## src/flash_seq_pkg.sv

```systemverilog
package flash_seq_pkg;

  // Instruction operand widths
  localparam int PTR_W = 16;
  localparam int DATA_W = 16;

  // Register port
  localparam int REG_ADDR_W = 4;
  localparam int REG_DATA_W = 8;
  localparam logic [REG_ADDR_W-1:0] OFS_CONTROL = 4'h0;
  localparam logic [REG_ADDR_W-1:0] OFS_STATUS = 4'h1;
  localparam logic [REG_DATA_W-1:0] REG_ZERO = 8'h00;

  // Control register fields
  localparam int CTRL_W = 5;
  localparam int CTRL_EN_BIT = 0;
  localparam int CTRL_ERASE_BIT = 1;
  localparam int CTRL_WRITE_BIT = 2;
  localparam int CTRL_FUSE_BIT = 3;
  localparam int CTRL_CLEAR_BIT = 4;
  localparam logic [CTRL_W-1:0] CTRL_RESET = 5'h00;

  // Accepted command codes in the low control bits
  localparam logic [CTRL_W-1:0] CMD_LOAD = 5'h01;
  localparam logic [CTRL_W-1:0] CMD_ERASE = 5'h03;
  localparam logic [CTRL_W-1:0] CMD_WRITE = 5'h05;
  localparam logic [CTRL_W-1:0] CMD_READ_FUSE = 5'h09;
  localparam logic [CTRL_W-1:0] CMD_CLEAR = 5'h11;

  // Status register fields
  localparam int STAT_LOADED_BIT = 0;
  localparam int STAT_FUSE_BIT = 1;
  localparam int STAT_EEPROM_BIT = 2;
  localparam int STAT_BUSY_BIT = 3;

  // Store instruction window after a control write
  localparam int WINDOW_W = 3;
  localparam logic [WINDOW_W-1:0] STORE_WINDOW = 3'h4;
  localparam logic [WINDOW_W-1:0] WINDOW_LAST = 3'h1;
  localparam logic [WINDOW_W-1:0] WINDOW_NONE = 3'h0;

  // Page layout defaults
  localparam int WORD_IDX_W_DEF = 5;
  localparam int PAGE_W_DEF = PTR_W - 1 - WORD_IDX_W_DEF;
  localparam logic [DATA_W-1:0] ERASED_WORD = 16'hFFFF;

  // Programming time
  localparam int CLOCK_PERIOD_NS = 8;
  localparam int PROG_TIME_MIN_NS = 3700000;
  localparam int PROG_TIME_MAX_NS = 4500000;
  localparam int PROG_CYCLES_MIN = (PROG_TIME_MIN_NS + CLOCK_PERIOD_NS - 1) / CLOCK_PERIOD_NS;
  localparam int PROG_CYCLES_MAX = PROG_TIME_MAX_NS / CLOCK_PERIOD_NS;
  localparam int TIMER_W = 20;

  typedef struct packed {
    logic [PTR_W-1:0] ptr;
    logic [DATA_W-1:0] data;
  } store_req_t;

  typedef enum logic [1:0] {
    ST_IDLE = 2'b00,
    ST_ERASE = 2'b01,
    ST_WRITE = 2'b10
  } seq_state_t;

endpackage

```

## src/page_buffer.sv

```systemverilog
module page_buffer
  import flash_seq_pkg::*;
#(
  parameter int WORD_IDX_W = WORD_IDX_W_DEF
) (
  // Clock and reset
  input wire logic i_clock,
  input wire logic i_rst_n,
  input wire logic i_clk_en,
  // Write side
  input wire logic i_clear,
  input wire logic i_we,
  input wire logic [WORD_IDX_W-1:0] i_widx,
  input wire logic [DATA_W-1:0] i_wdata,
  // Read side
  input wire logic [WORD_IDX_W-1:0] i_ridx,
  output logic [DATA_W-1:0] o_rdata,
  output logic [(1<<WORD_IDX_W)-1:0] o_loaded
);

  localparam int WORDS = 1 << WORD_IDX_W;

  logic [DATA_W-1:0] mem_r [WORDS];

  // Any entry may be loaded in any order
  for (genvar g = 0; g < WORDS; g++) begin : g_entry
    always_ff @(posedge i_clock) begin
      if (!i_rst_n) begin
        mem_r[g] <= ERASED_WORD;
        o_loaded[g] <= 1'b0;
      end else if (i_clk_en) begin
        if (i_clear) begin
          mem_r[g] <= ERASED_WORD;
          o_loaded[g] <= 1'b0;
        end else if (i_we && i_widx == WORD_IDX_W'(g)) begin
          mem_r[g] <= i_wdata;
          o_loaded[g] <= 1'b1;
        end
      end
    end
  end

  always_ff @(posedge i_clock) begin
    if (!i_rst_n) begin
      o_rdata <= ERASED_WORD;
    end else if (i_clk_en) begin
      o_rdata <= mem_r[i_ridx];
    end
  end

endmodule // page_buffer

```

## src/flash_self_program_sequencer.sv

```systemverilog
// The implementer's own choices: the strobed register port and the register offsets.
module flash_self_program_sequencer
  import flash_seq_pkg::*;
#(
  parameter int WORD_IDX_W = WORD_IDX_W_DEF,
  parameter int PAGE_W = PTR_W - 1 - WORD_IDX_W,
  parameter int PROG_CYCLES = PROG_CYCLES_MIN
) (
  // Clock, reset, enable
  input wire logic i_clock,
  input wire logic i_rst_n,
  input wire logic i_clk_en,
  // Register port
  input wire logic [REG_ADDR_W-1:0] i_addr,
  input wire logic [REG_DATA_W-1:0] i_wdata,
  input wire logic i_wr,
  input wire logic i_rd,
  output logic [REG_DATA_W-1:0] o_rdata,
  // CPU side
  input wire logic i_store_program_instruction,
  input wire store_req_t i_store_req,
  input wire logic i_load_program_instruction,
  input wire logic [PTR_W-1:0] i_load_ptr,
  output logic o_cpu_halt,
  output logic [PTR_W-2:0] o_read_word_addr,
  output logic o_read_byte_hi,
  // Fuse and EEPROM status
  input wire logic i_self_program_fuse,
  input wire logic i_eeprom_busy,
  input wire logic i_eeprom_write_start,
  // Flash array
  output logic o_flash_erase,
  output logic o_flash_write,
  output logic [PAGE_W-1:0] o_flash_page,
  output logic o_flash_word_valid,
  output logic [WORD_IDX_W-1:0] o_flash_word,
  output logic [DATA_W-1:0] o_flash_wdata
);

  localparam int WORDS = 1 << WORD_IDX_W;
  localparam logic [TIMER_W-1:0] TIMER_END = TIMER_W'(PROG_CYCLES - 1);
  localparam logic [WORD_IDX_W-1:0] LAST_WORD = WORD_IDX_W'(WORDS - 1);

  seq_state_t state_r;
  logic [CTRL_W-1:0] program_store_control_r;
  logic [WINDOW_W-1:0] window_r;
  logic [TIMER_W-1:0] timer_r;
  logic fuse_en_r;
  logic stream_r;
  logic [WORD_IDX_W-1:0] stream_idx_r;
  logic [WORDS-1:0] loaded;
  logic any_loaded;
  logic ctrl_legal;
  logic ctrl_wr_ok;
  logic store_go;
  logic done;
  logic buf_clear;
  logic buf_we;
  logic [WORD_IDX_W-1:0] word_in_page_field;
  logic [PAGE_W-1:0] page_select_field;

  // Pointer split: bit 0 byte, then word, then page
  assign word_in_page_field = i_store_req.ptr[WORD_IDX_W:1];
  assign page_select_field = i_store_req.ptr[PTR_W-1:WORD_IDX_W+1];
  assign any_loaded = |loaded;

  assign ctrl_legal = i_wdata[CTRL_W-1:0] inside {CMD_LOAD, CMD_ERASE, CMD_WRITE, CMD_READ_FUSE, CMD_CLEAR};
  assign ctrl_wr_ok = i_wr && i_addr == OFS_CONTROL && ctrl_legal && !i_eeprom_busy
                      && state_r == ST_IDLE;
  assign store_go = i_store_program_instruction && fuse_en_r && window_r != WINDOW_NONE
                    && !i_eeprom_busy && state_r == ST_IDLE;
  assign done = state_r != ST_IDLE && timer_r == TIMER_END;
  assign buf_we = store_go && program_store_control_r == CMD_LOAD;
  // An EEPROM start also beats a load in the same cycle
  assign buf_clear = (ctrl_wr_ok && i_wdata[CTRL_W-1:0] == CMD_CLEAR)
                     || (state_r == ST_WRITE && done)
                     || i_eeprom_write_start;

  page_buffer #(
    .WORD_IDX_W(WORD_IDX_W)
  ) u_buffer (
    .i_clock(i_clock),
    .i_rst_n(i_rst_n),
    .i_clk_en(i_clk_en),
    .i_clear(buf_clear),
    .i_we(buf_we),
    .i_widx(word_in_page_field),
    .i_wdata(i_store_req.data),
    .i_ridx(stream_idx_r),
    .o_rdata(o_flash_wdata),
    .o_loaded(loaded)
  );

  // Fuse level taken while reset is held
  always_ff @(posedge i_clock) begin
    if (!i_rst_n) begin
      fuse_en_r <= ~i_self_program_fuse;
    end
  end

  // Control register and store window
  always_ff @(posedge i_clock) begin
    if (!i_rst_n) begin
      program_store_control_r <= CTRL_RESET;
      window_r <= WINDOW_NONE;
    end else if (i_clk_en) begin
      if (ctrl_wr_ok) begin
        program_store_control_r <= i_wdata[CTRL_W-1:0];
        window_r <= STORE_WINDOW;
      end else if (store_go) begin
        window_r <= WINDOW_NONE;
        if (!(program_store_control_r inside {CMD_ERASE, CMD_WRITE})) begin
          program_store_control_r <= CTRL_RESET;
        end
      end else if (done) begin
        program_store_control_r <= CTRL_RESET;
      end else if (window_r != WINDOW_NONE) begin
        window_r <= window_r - WINDOW_LAST;
        if (window_r == WINDOW_LAST) begin
          program_store_control_r <= CTRL_RESET;
        end
      end
    end
  end

  // Sequencer, halt and programming timer
  always_ff @(posedge i_clock) begin
    if (!i_rst_n) begin
      state_r <= ST_IDLE;
      timer_r <= '0;
      o_cpu_halt <= 1'b0;
      o_flash_erase <= 1'b0;
      o_flash_write <= 1'b0;
      o_flash_page <= '0;
    end else if (i_clk_en) begin
      unique case (state_r)
        ST_IDLE: begin
          timer_r <= '0;
          if (store_go && program_store_control_r == CMD_ERASE) begin
            state_r <= ST_ERASE;
            o_flash_page <= page_select_field;
            o_flash_erase <= 1'b1;
            o_cpu_halt <= 1'b1;
          end else if (store_go && program_store_control_r == CMD_WRITE) begin
            state_r <= ST_WRITE;
            o_flash_page <= page_select_field;
            o_flash_write <= 1'b1;
            o_cpu_halt <= 1'b1;
          end
        end
        ST_ERASE, ST_WRITE: begin
          timer_r <= timer_r + TIMER_W'(1);
          if (done) begin
            state_r <= ST_IDLE;
            o_flash_erase <= 1'b0;
            o_flash_write <= 1'b0;
            o_cpu_halt <= 1'b0;
          end
        end
        default: begin
          state_r <= ST_IDLE;
          o_cpu_halt <= 1'b0;
        end
      endcase
    end
  end

  // Buffer words handed to the array during a page write
  always_ff @(posedge i_clock) begin
    if (!i_rst_n) begin
      stream_r <= 1'b0;
      stream_idx_r <= '0;
      o_flash_word_valid <= 1'b0;
      o_flash_word <= '0;
    end else if (i_clk_en) begin
      o_flash_word_valid <= stream_r;
      o_flash_word <= stream_idx_r;
      if (store_go && program_store_control_r == CMD_WRITE) begin
        stream_r <= 1'b1;
        stream_idx_r <= '0;
      end else if (stream_r) begin
        stream_idx_r <= stream_idx_r + WORD_IDX_W'(1);
        if (stream_idx_r == LAST_WORD) begin
          stream_r <= 1'b0;
        end
      end
    end
  end

  // Byte-wise program read address
  always_ff @(posedge i_clock) begin
    if (!i_rst_n) begin
      o_read_word_addr <= '0;
      o_read_byte_hi <= 1'b0;
    end else if (i_clk_en && i_load_program_instruction) begin
      o_read_word_addr <= i_load_ptr[PTR_W-1:1];
      o_read_byte_hi <= i_load_ptr[0];
    end
  end

  // Register read, data one cycle after the strobe
  always_ff @(posedge i_clock) begin
    if (!i_rst_n) begin
      o_rdata <= REG_ZERO;
    end else if (i_clk_en) begin
      o_rdata <= REG_ZERO;
      if (i_rd && i_addr == OFS_CONTROL) begin
        o_rdata <= REG_DATA_W'(program_store_control_r);
      end else if (i_rd && i_addr == OFS_STATUS) begin
        o_rdata[STAT_LOADED_BIT] <= any_loaded;
        o_rdata[STAT_FUSE_BIT] <= fuse_en_r;
        o_rdata[STAT_EEPROM_BIT] <= i_eeprom_busy;
        o_rdata[STAT_BUSY_BIT] <= state_r != ST_IDLE;
      end
    end
  end
endmodule // flash_self_program_sequencer

```

## config.mk

```make
export PLATFORM = sky130hd
export DESIGN_NAME = flash_self_program_sequencer
export DESIGN_NICKNAME = d
export VERILOG_FILES = /design/src/flash_seq_pkg.sv /design/src/page_buffer.sv /design/src/flash_self_program_sequencer.sv
export SDC_FILE = /design/constraint.sdc
export NUM_CORES = 1
export LEC_CHECK = 0
export ABC_AREA = 1
export CAP_MARGIN = 15
export CORE_ASPECT_RATIO = 0.8
export CORE_UTILIZATION = 50
export CTS_BUF_LIST = sky130_fd_sc_hd__clkbuf_16
export CTS_CLUSTER_SIZE = 28
export DETAILED_ROUTE_END_ITERATION = 10
export DONT_BUFFER_PORTS = 1
export GPL_TIMING_DRIVEN = 0
export PLACE_DENSITY_LB_ADDON = 0.1
export SETUP_SLACK_MARGIN = 0.3
export SLEW_MARGIN = 20
export SYNTH_ARGS = -nofsm -noshare
export SYNTH_HDL_FRONTEND = slang
export SYNTH_SLANG_ARGS = --single-unit
```

## constraint.sdc

```tcl
create_clock -name i_clock -period 8.8 [get_ports i_clock]
set_clock_uncertainty 0.1 [all_clocks]
set_input_delay 2.64 -clock i_clock [delete_from_list [all_inputs] [get_ports i_clock]]
set_output_delay 2.64 -clock i_clock [all_outputs]
set_load 0.05 [all_outputs]
```

==> metrics.md <==
| Metric | Value |
|---|---|
| Fill cells | 5,046 |
| Vias per cell | 5.99 |
| Unrepaired setup endpoints after global routing | no |
| Final #Nets | 3,203 |
| IO Count | 129 |
| Number of port buffers | 0 |
| Relative slew slack | 22.1% |
| Worst Path Buf+Inv | 2 |
| Fraction of layout cells with a size suffix above 1 | 7.87% |
| CTS sink cnt | 637 |
| TritonCTS Buffers | 68 |
| GP Congestion | 0.944 |
| CP required | 9.06 ns |
| FF-to-FF Start | state_r[0] |
| Clock Latency Late Sink | 0.61 ns |
| Setup TNS Final | 0 ns |
| Fraction of power spent switching nets | 23.4% |
| Setup violators final | 0 |
| Peak VDD IR | 0.137 mV |
| Clk slew on worst S/H paths | 0.06 ns |
| Max cap viols | 0 |
| H-tree Lvls | 3 |
| Post-cts sizing count | 0 |
| Flop pwr share | 52.2% |
| DRT Wirelength | 98.8 mm |
| Core Footprint | 56,800 um^2 |
| Clock Power Share | 43.0% |
| Synth Warn # | 0 |
| Post-synthesis register bit count | 637 |
| Sw power | 1.49 mW |
| Hold path depth | 2 |
| Initial antenna violation count | 5 |
| CP delay by family, top | compound AO/OA/AOI/OAI gates |
| Avg Cell Area, Syn | 9.51 um^2 |
| First-pass GRT wire length | 144 mm |
| Comb power frac | 4.8% |
| Pleak | 9.48 nW |
| Grt ovf | 0 |
| Final Util | 56.7% |
| Int Power | 4.87 mW |
| CP max-delay cell | clkbuf_1 |
| Cell area power density | 198 nW/um^2 |
| FF-to-FF setup slack | 5.04 ns |
| # rows | 78 |
| Area after DPL | 30,100 um^2 |
| Clock Tree Root | clkbuf_16 |
| Sequential-to-total area share from yosys stat | 62.2% |
| Register area | 17,900 um^2 |
| Hold endpoint | u_buffer.o_loaded[30] |
| Routed Antenna Nets | 0 |
| Via Count | 23,600 |
| Critical path cell sequence | nor2_1, nand2_1, nor2_2, a21oi_2, nand2_1, a21oi_2, clkbuf_1, o21ai_2, buf_6 |
| Syn Std Cell Area | 28,800 um^2 |
| Die Ht | 217 um |
| Outcome | finished, final reports clean |
| Fin. Hold Viols | 0 |
| CTS Buffer Depth | 3 |
| Die W | 270 um |
| Levels on crit path | 9 |
| Final worst path period share | 56.1% |
| Crit end category | register |
| Initial core utilization | 50.7% |
| Pin count of the biggest net entering global routing | 17 |
| CTS tree | done |
| Startpoint Class | primary input |
| Hold_ws | 0.351 ns |
| Routed length per instance | 25.1 um |
| Number of synthesized flops with an enable pin | 513 |
| Worst-Margin Slew | 1.17 ns |
| Max incr delay on CP | 0.69 ns |
| Worst reg2reg endpoint | u_buffer.mem_r[5][13] |
| Max Fclk | 203 MHz |
| Hold buffer count at cts | 0 |
| Final instance area | 32,200 um^2 |
| HPWL after DPL | 73.8 mm |
| Slew Limit Fails | 0 |
| Class of the most critical setup path | in2reg |
| Commonest non-fill, non-tap cells in the layout | nand2_1 (740), nor2_1 (530), edfxtp_1 (513), o21ai_0 (295), nand3_1 (182) |
| Most common flop cell mapped by yosys | edfxtp_1 |
| Final min period | 4.94 ns |
| Total track usage | 33.7% |
| Crit path max fanout | 10 |
| Worst Hold Class | reg2reg |
| Mapped Cells | 3,026 |
| Multi-input gate area | 9590 um^2 |
| Vias in the first global route | 22,500 |
| Asr flop ratio synth | 0% |
| P&R area growth vs syn | 11.9% |
| Yosys cell types | 39 |
| Drt pass-1 iters | 5 |
| Residual DRC | 0 |
| WP data arrival | 5.20 ns |
| Hold path start | u_buffer.o_loaded[30] |
| Die Footprint | 58,500 um^2 |
| Initial DRC count | 3,094 |
| Commonest non-fill, non-tap cell in the layout | nand2_1 |
| Post-CTS Setup Inserts | 0 |
| Reg2reg path depth | 12 |
## through the flow
step	setup slack, ns	power [mW]	cells
2_1_floorplan	3.32	3.55	3028
3_3_place_gp	2.00	3.66	3788
3_5_place_dp	3.27	3.68	3814
4_1_cts	3.89	6.36	3935
5_1_grt	3.74	6.50	3935
6_report	3.86	6.36	3936
## power by group through the flow
stage | Clock (mW) | Sequential (mW) | Combinational, mW
finish | 2.74 | 3.32 | 0.305
global route | 2.85 | 3.32 | 0.326
CTS | 2.74 | 3.32 | 0.299
detailed placement | 0 | 3.38 | 0.298
global placement | 0 | 3.39 | 0.268
floorplan | 0 | 3.38 | 0.174
## Yosys cell counts (6+ instances only)
cell type  number  share of area (%)
nand2_1       740                9.7
nor2_1        531                6.9
edfxtp_1      513                 54
o21ai_0       318                5.5
nand3_1       182                3.2
clkbuf_1      149                1.9
o211ai_1      131                3.4
dfxtp_1       124                8.6
inv_1          89                1.2
a21oi_1        58                1.0
buf_2          33               0.57
buf_4          31               0.81
nor3_4         22                1.2
buf_1          20               0.26
nor3_1         17               0.30
nand4_1        10               0.22
ha_1            9               0.39
nor4_1          6               0.13
## sequential cells by signal, indices dropped and copies added (netlist names), 5 cells and up
signal	flops
u_buffer.o_rdata	16
o_flash_word	5
o_rdata	5
timer_r	20
program_store_control_r	5
stream_idx_r	5
o_flash_page	10
u_buffer.o_loaded	32
u_buffer.mem_r	512
o_read_word_addr	15
## layout make-up
class                      instances  area share, %
antenna                            1        0.00777
buffer                           235           3.27
clock buffer                      73           5.67
clock inverter                    48          0.773
inverter                          95           1.11
multi-input combinational       2061           29.8
sequential                       637           55.5
tap                              760           2.95
timing repair buffer              26          0.909
## worst reg2reg max path: cells and delay by family (launching register included)
family | cells | cell delay [ns]
fa+ha+maj | 1 | 0.29
compound gates | 3 | 1.20
simple gates | 4 | 0.37
flops | 1 | 0.36
buf+inv | 4 | 1.20
## kinds of logic (layout without fill, tap and decap cells)
| group | after synthesis | in the layout | synth area share (%) |
|---|---|---|---|
| buffers and inverters | 330 | 477 | 4.90 |
| and+or+nand+nor | 1527 | 1527 | 22.2 |
| xor gates and xnor gates | 2 | 2 | 0.0609 |
| other | 1 | 4 | 0.0130 |
| AOI/OAI and AO/OA | 520 | 520 | 10.3 |
| DFF | 637 | 637 | 62.2 |
| adders and majority gates | 9 | 9 | 0.391 |
## how the worst max path moves through the flow
stage                       endpoint       from  slack [ns]
3_3_place_gp    u_buffer.mem_r[6][8]   i_clk_en        2.00
2_1_floorplan   u_buffer.mem_r[8][0]   i_clk_en        3.32
6_report       u_buffer.mem_r[5][13]  i_addr[0]        3.86
3_5_place_dp   u_buffer.mem_r[5][10]  i_addr[0]        3.27
5_1_grt        u_buffer.mem_r[5][13]  i_addr[0]        3.74
4_1_cts        u_buffer.mem_r[5][13]  i_addr[0]        3.89
## metal layers
metal	wire length, um	part of all wire [%]	global-route usage [%]	vias to the layer above
li1	-	-	-	10500
met5	42	0.042	0	-
met1	39400	40	47.8	11400
met2	42500	43	50.2	1529
met4	2690	2.7	9.89	8
met3	14200	14	9.77	167
No activity file was read; power rests on OpenSTA's default activity.
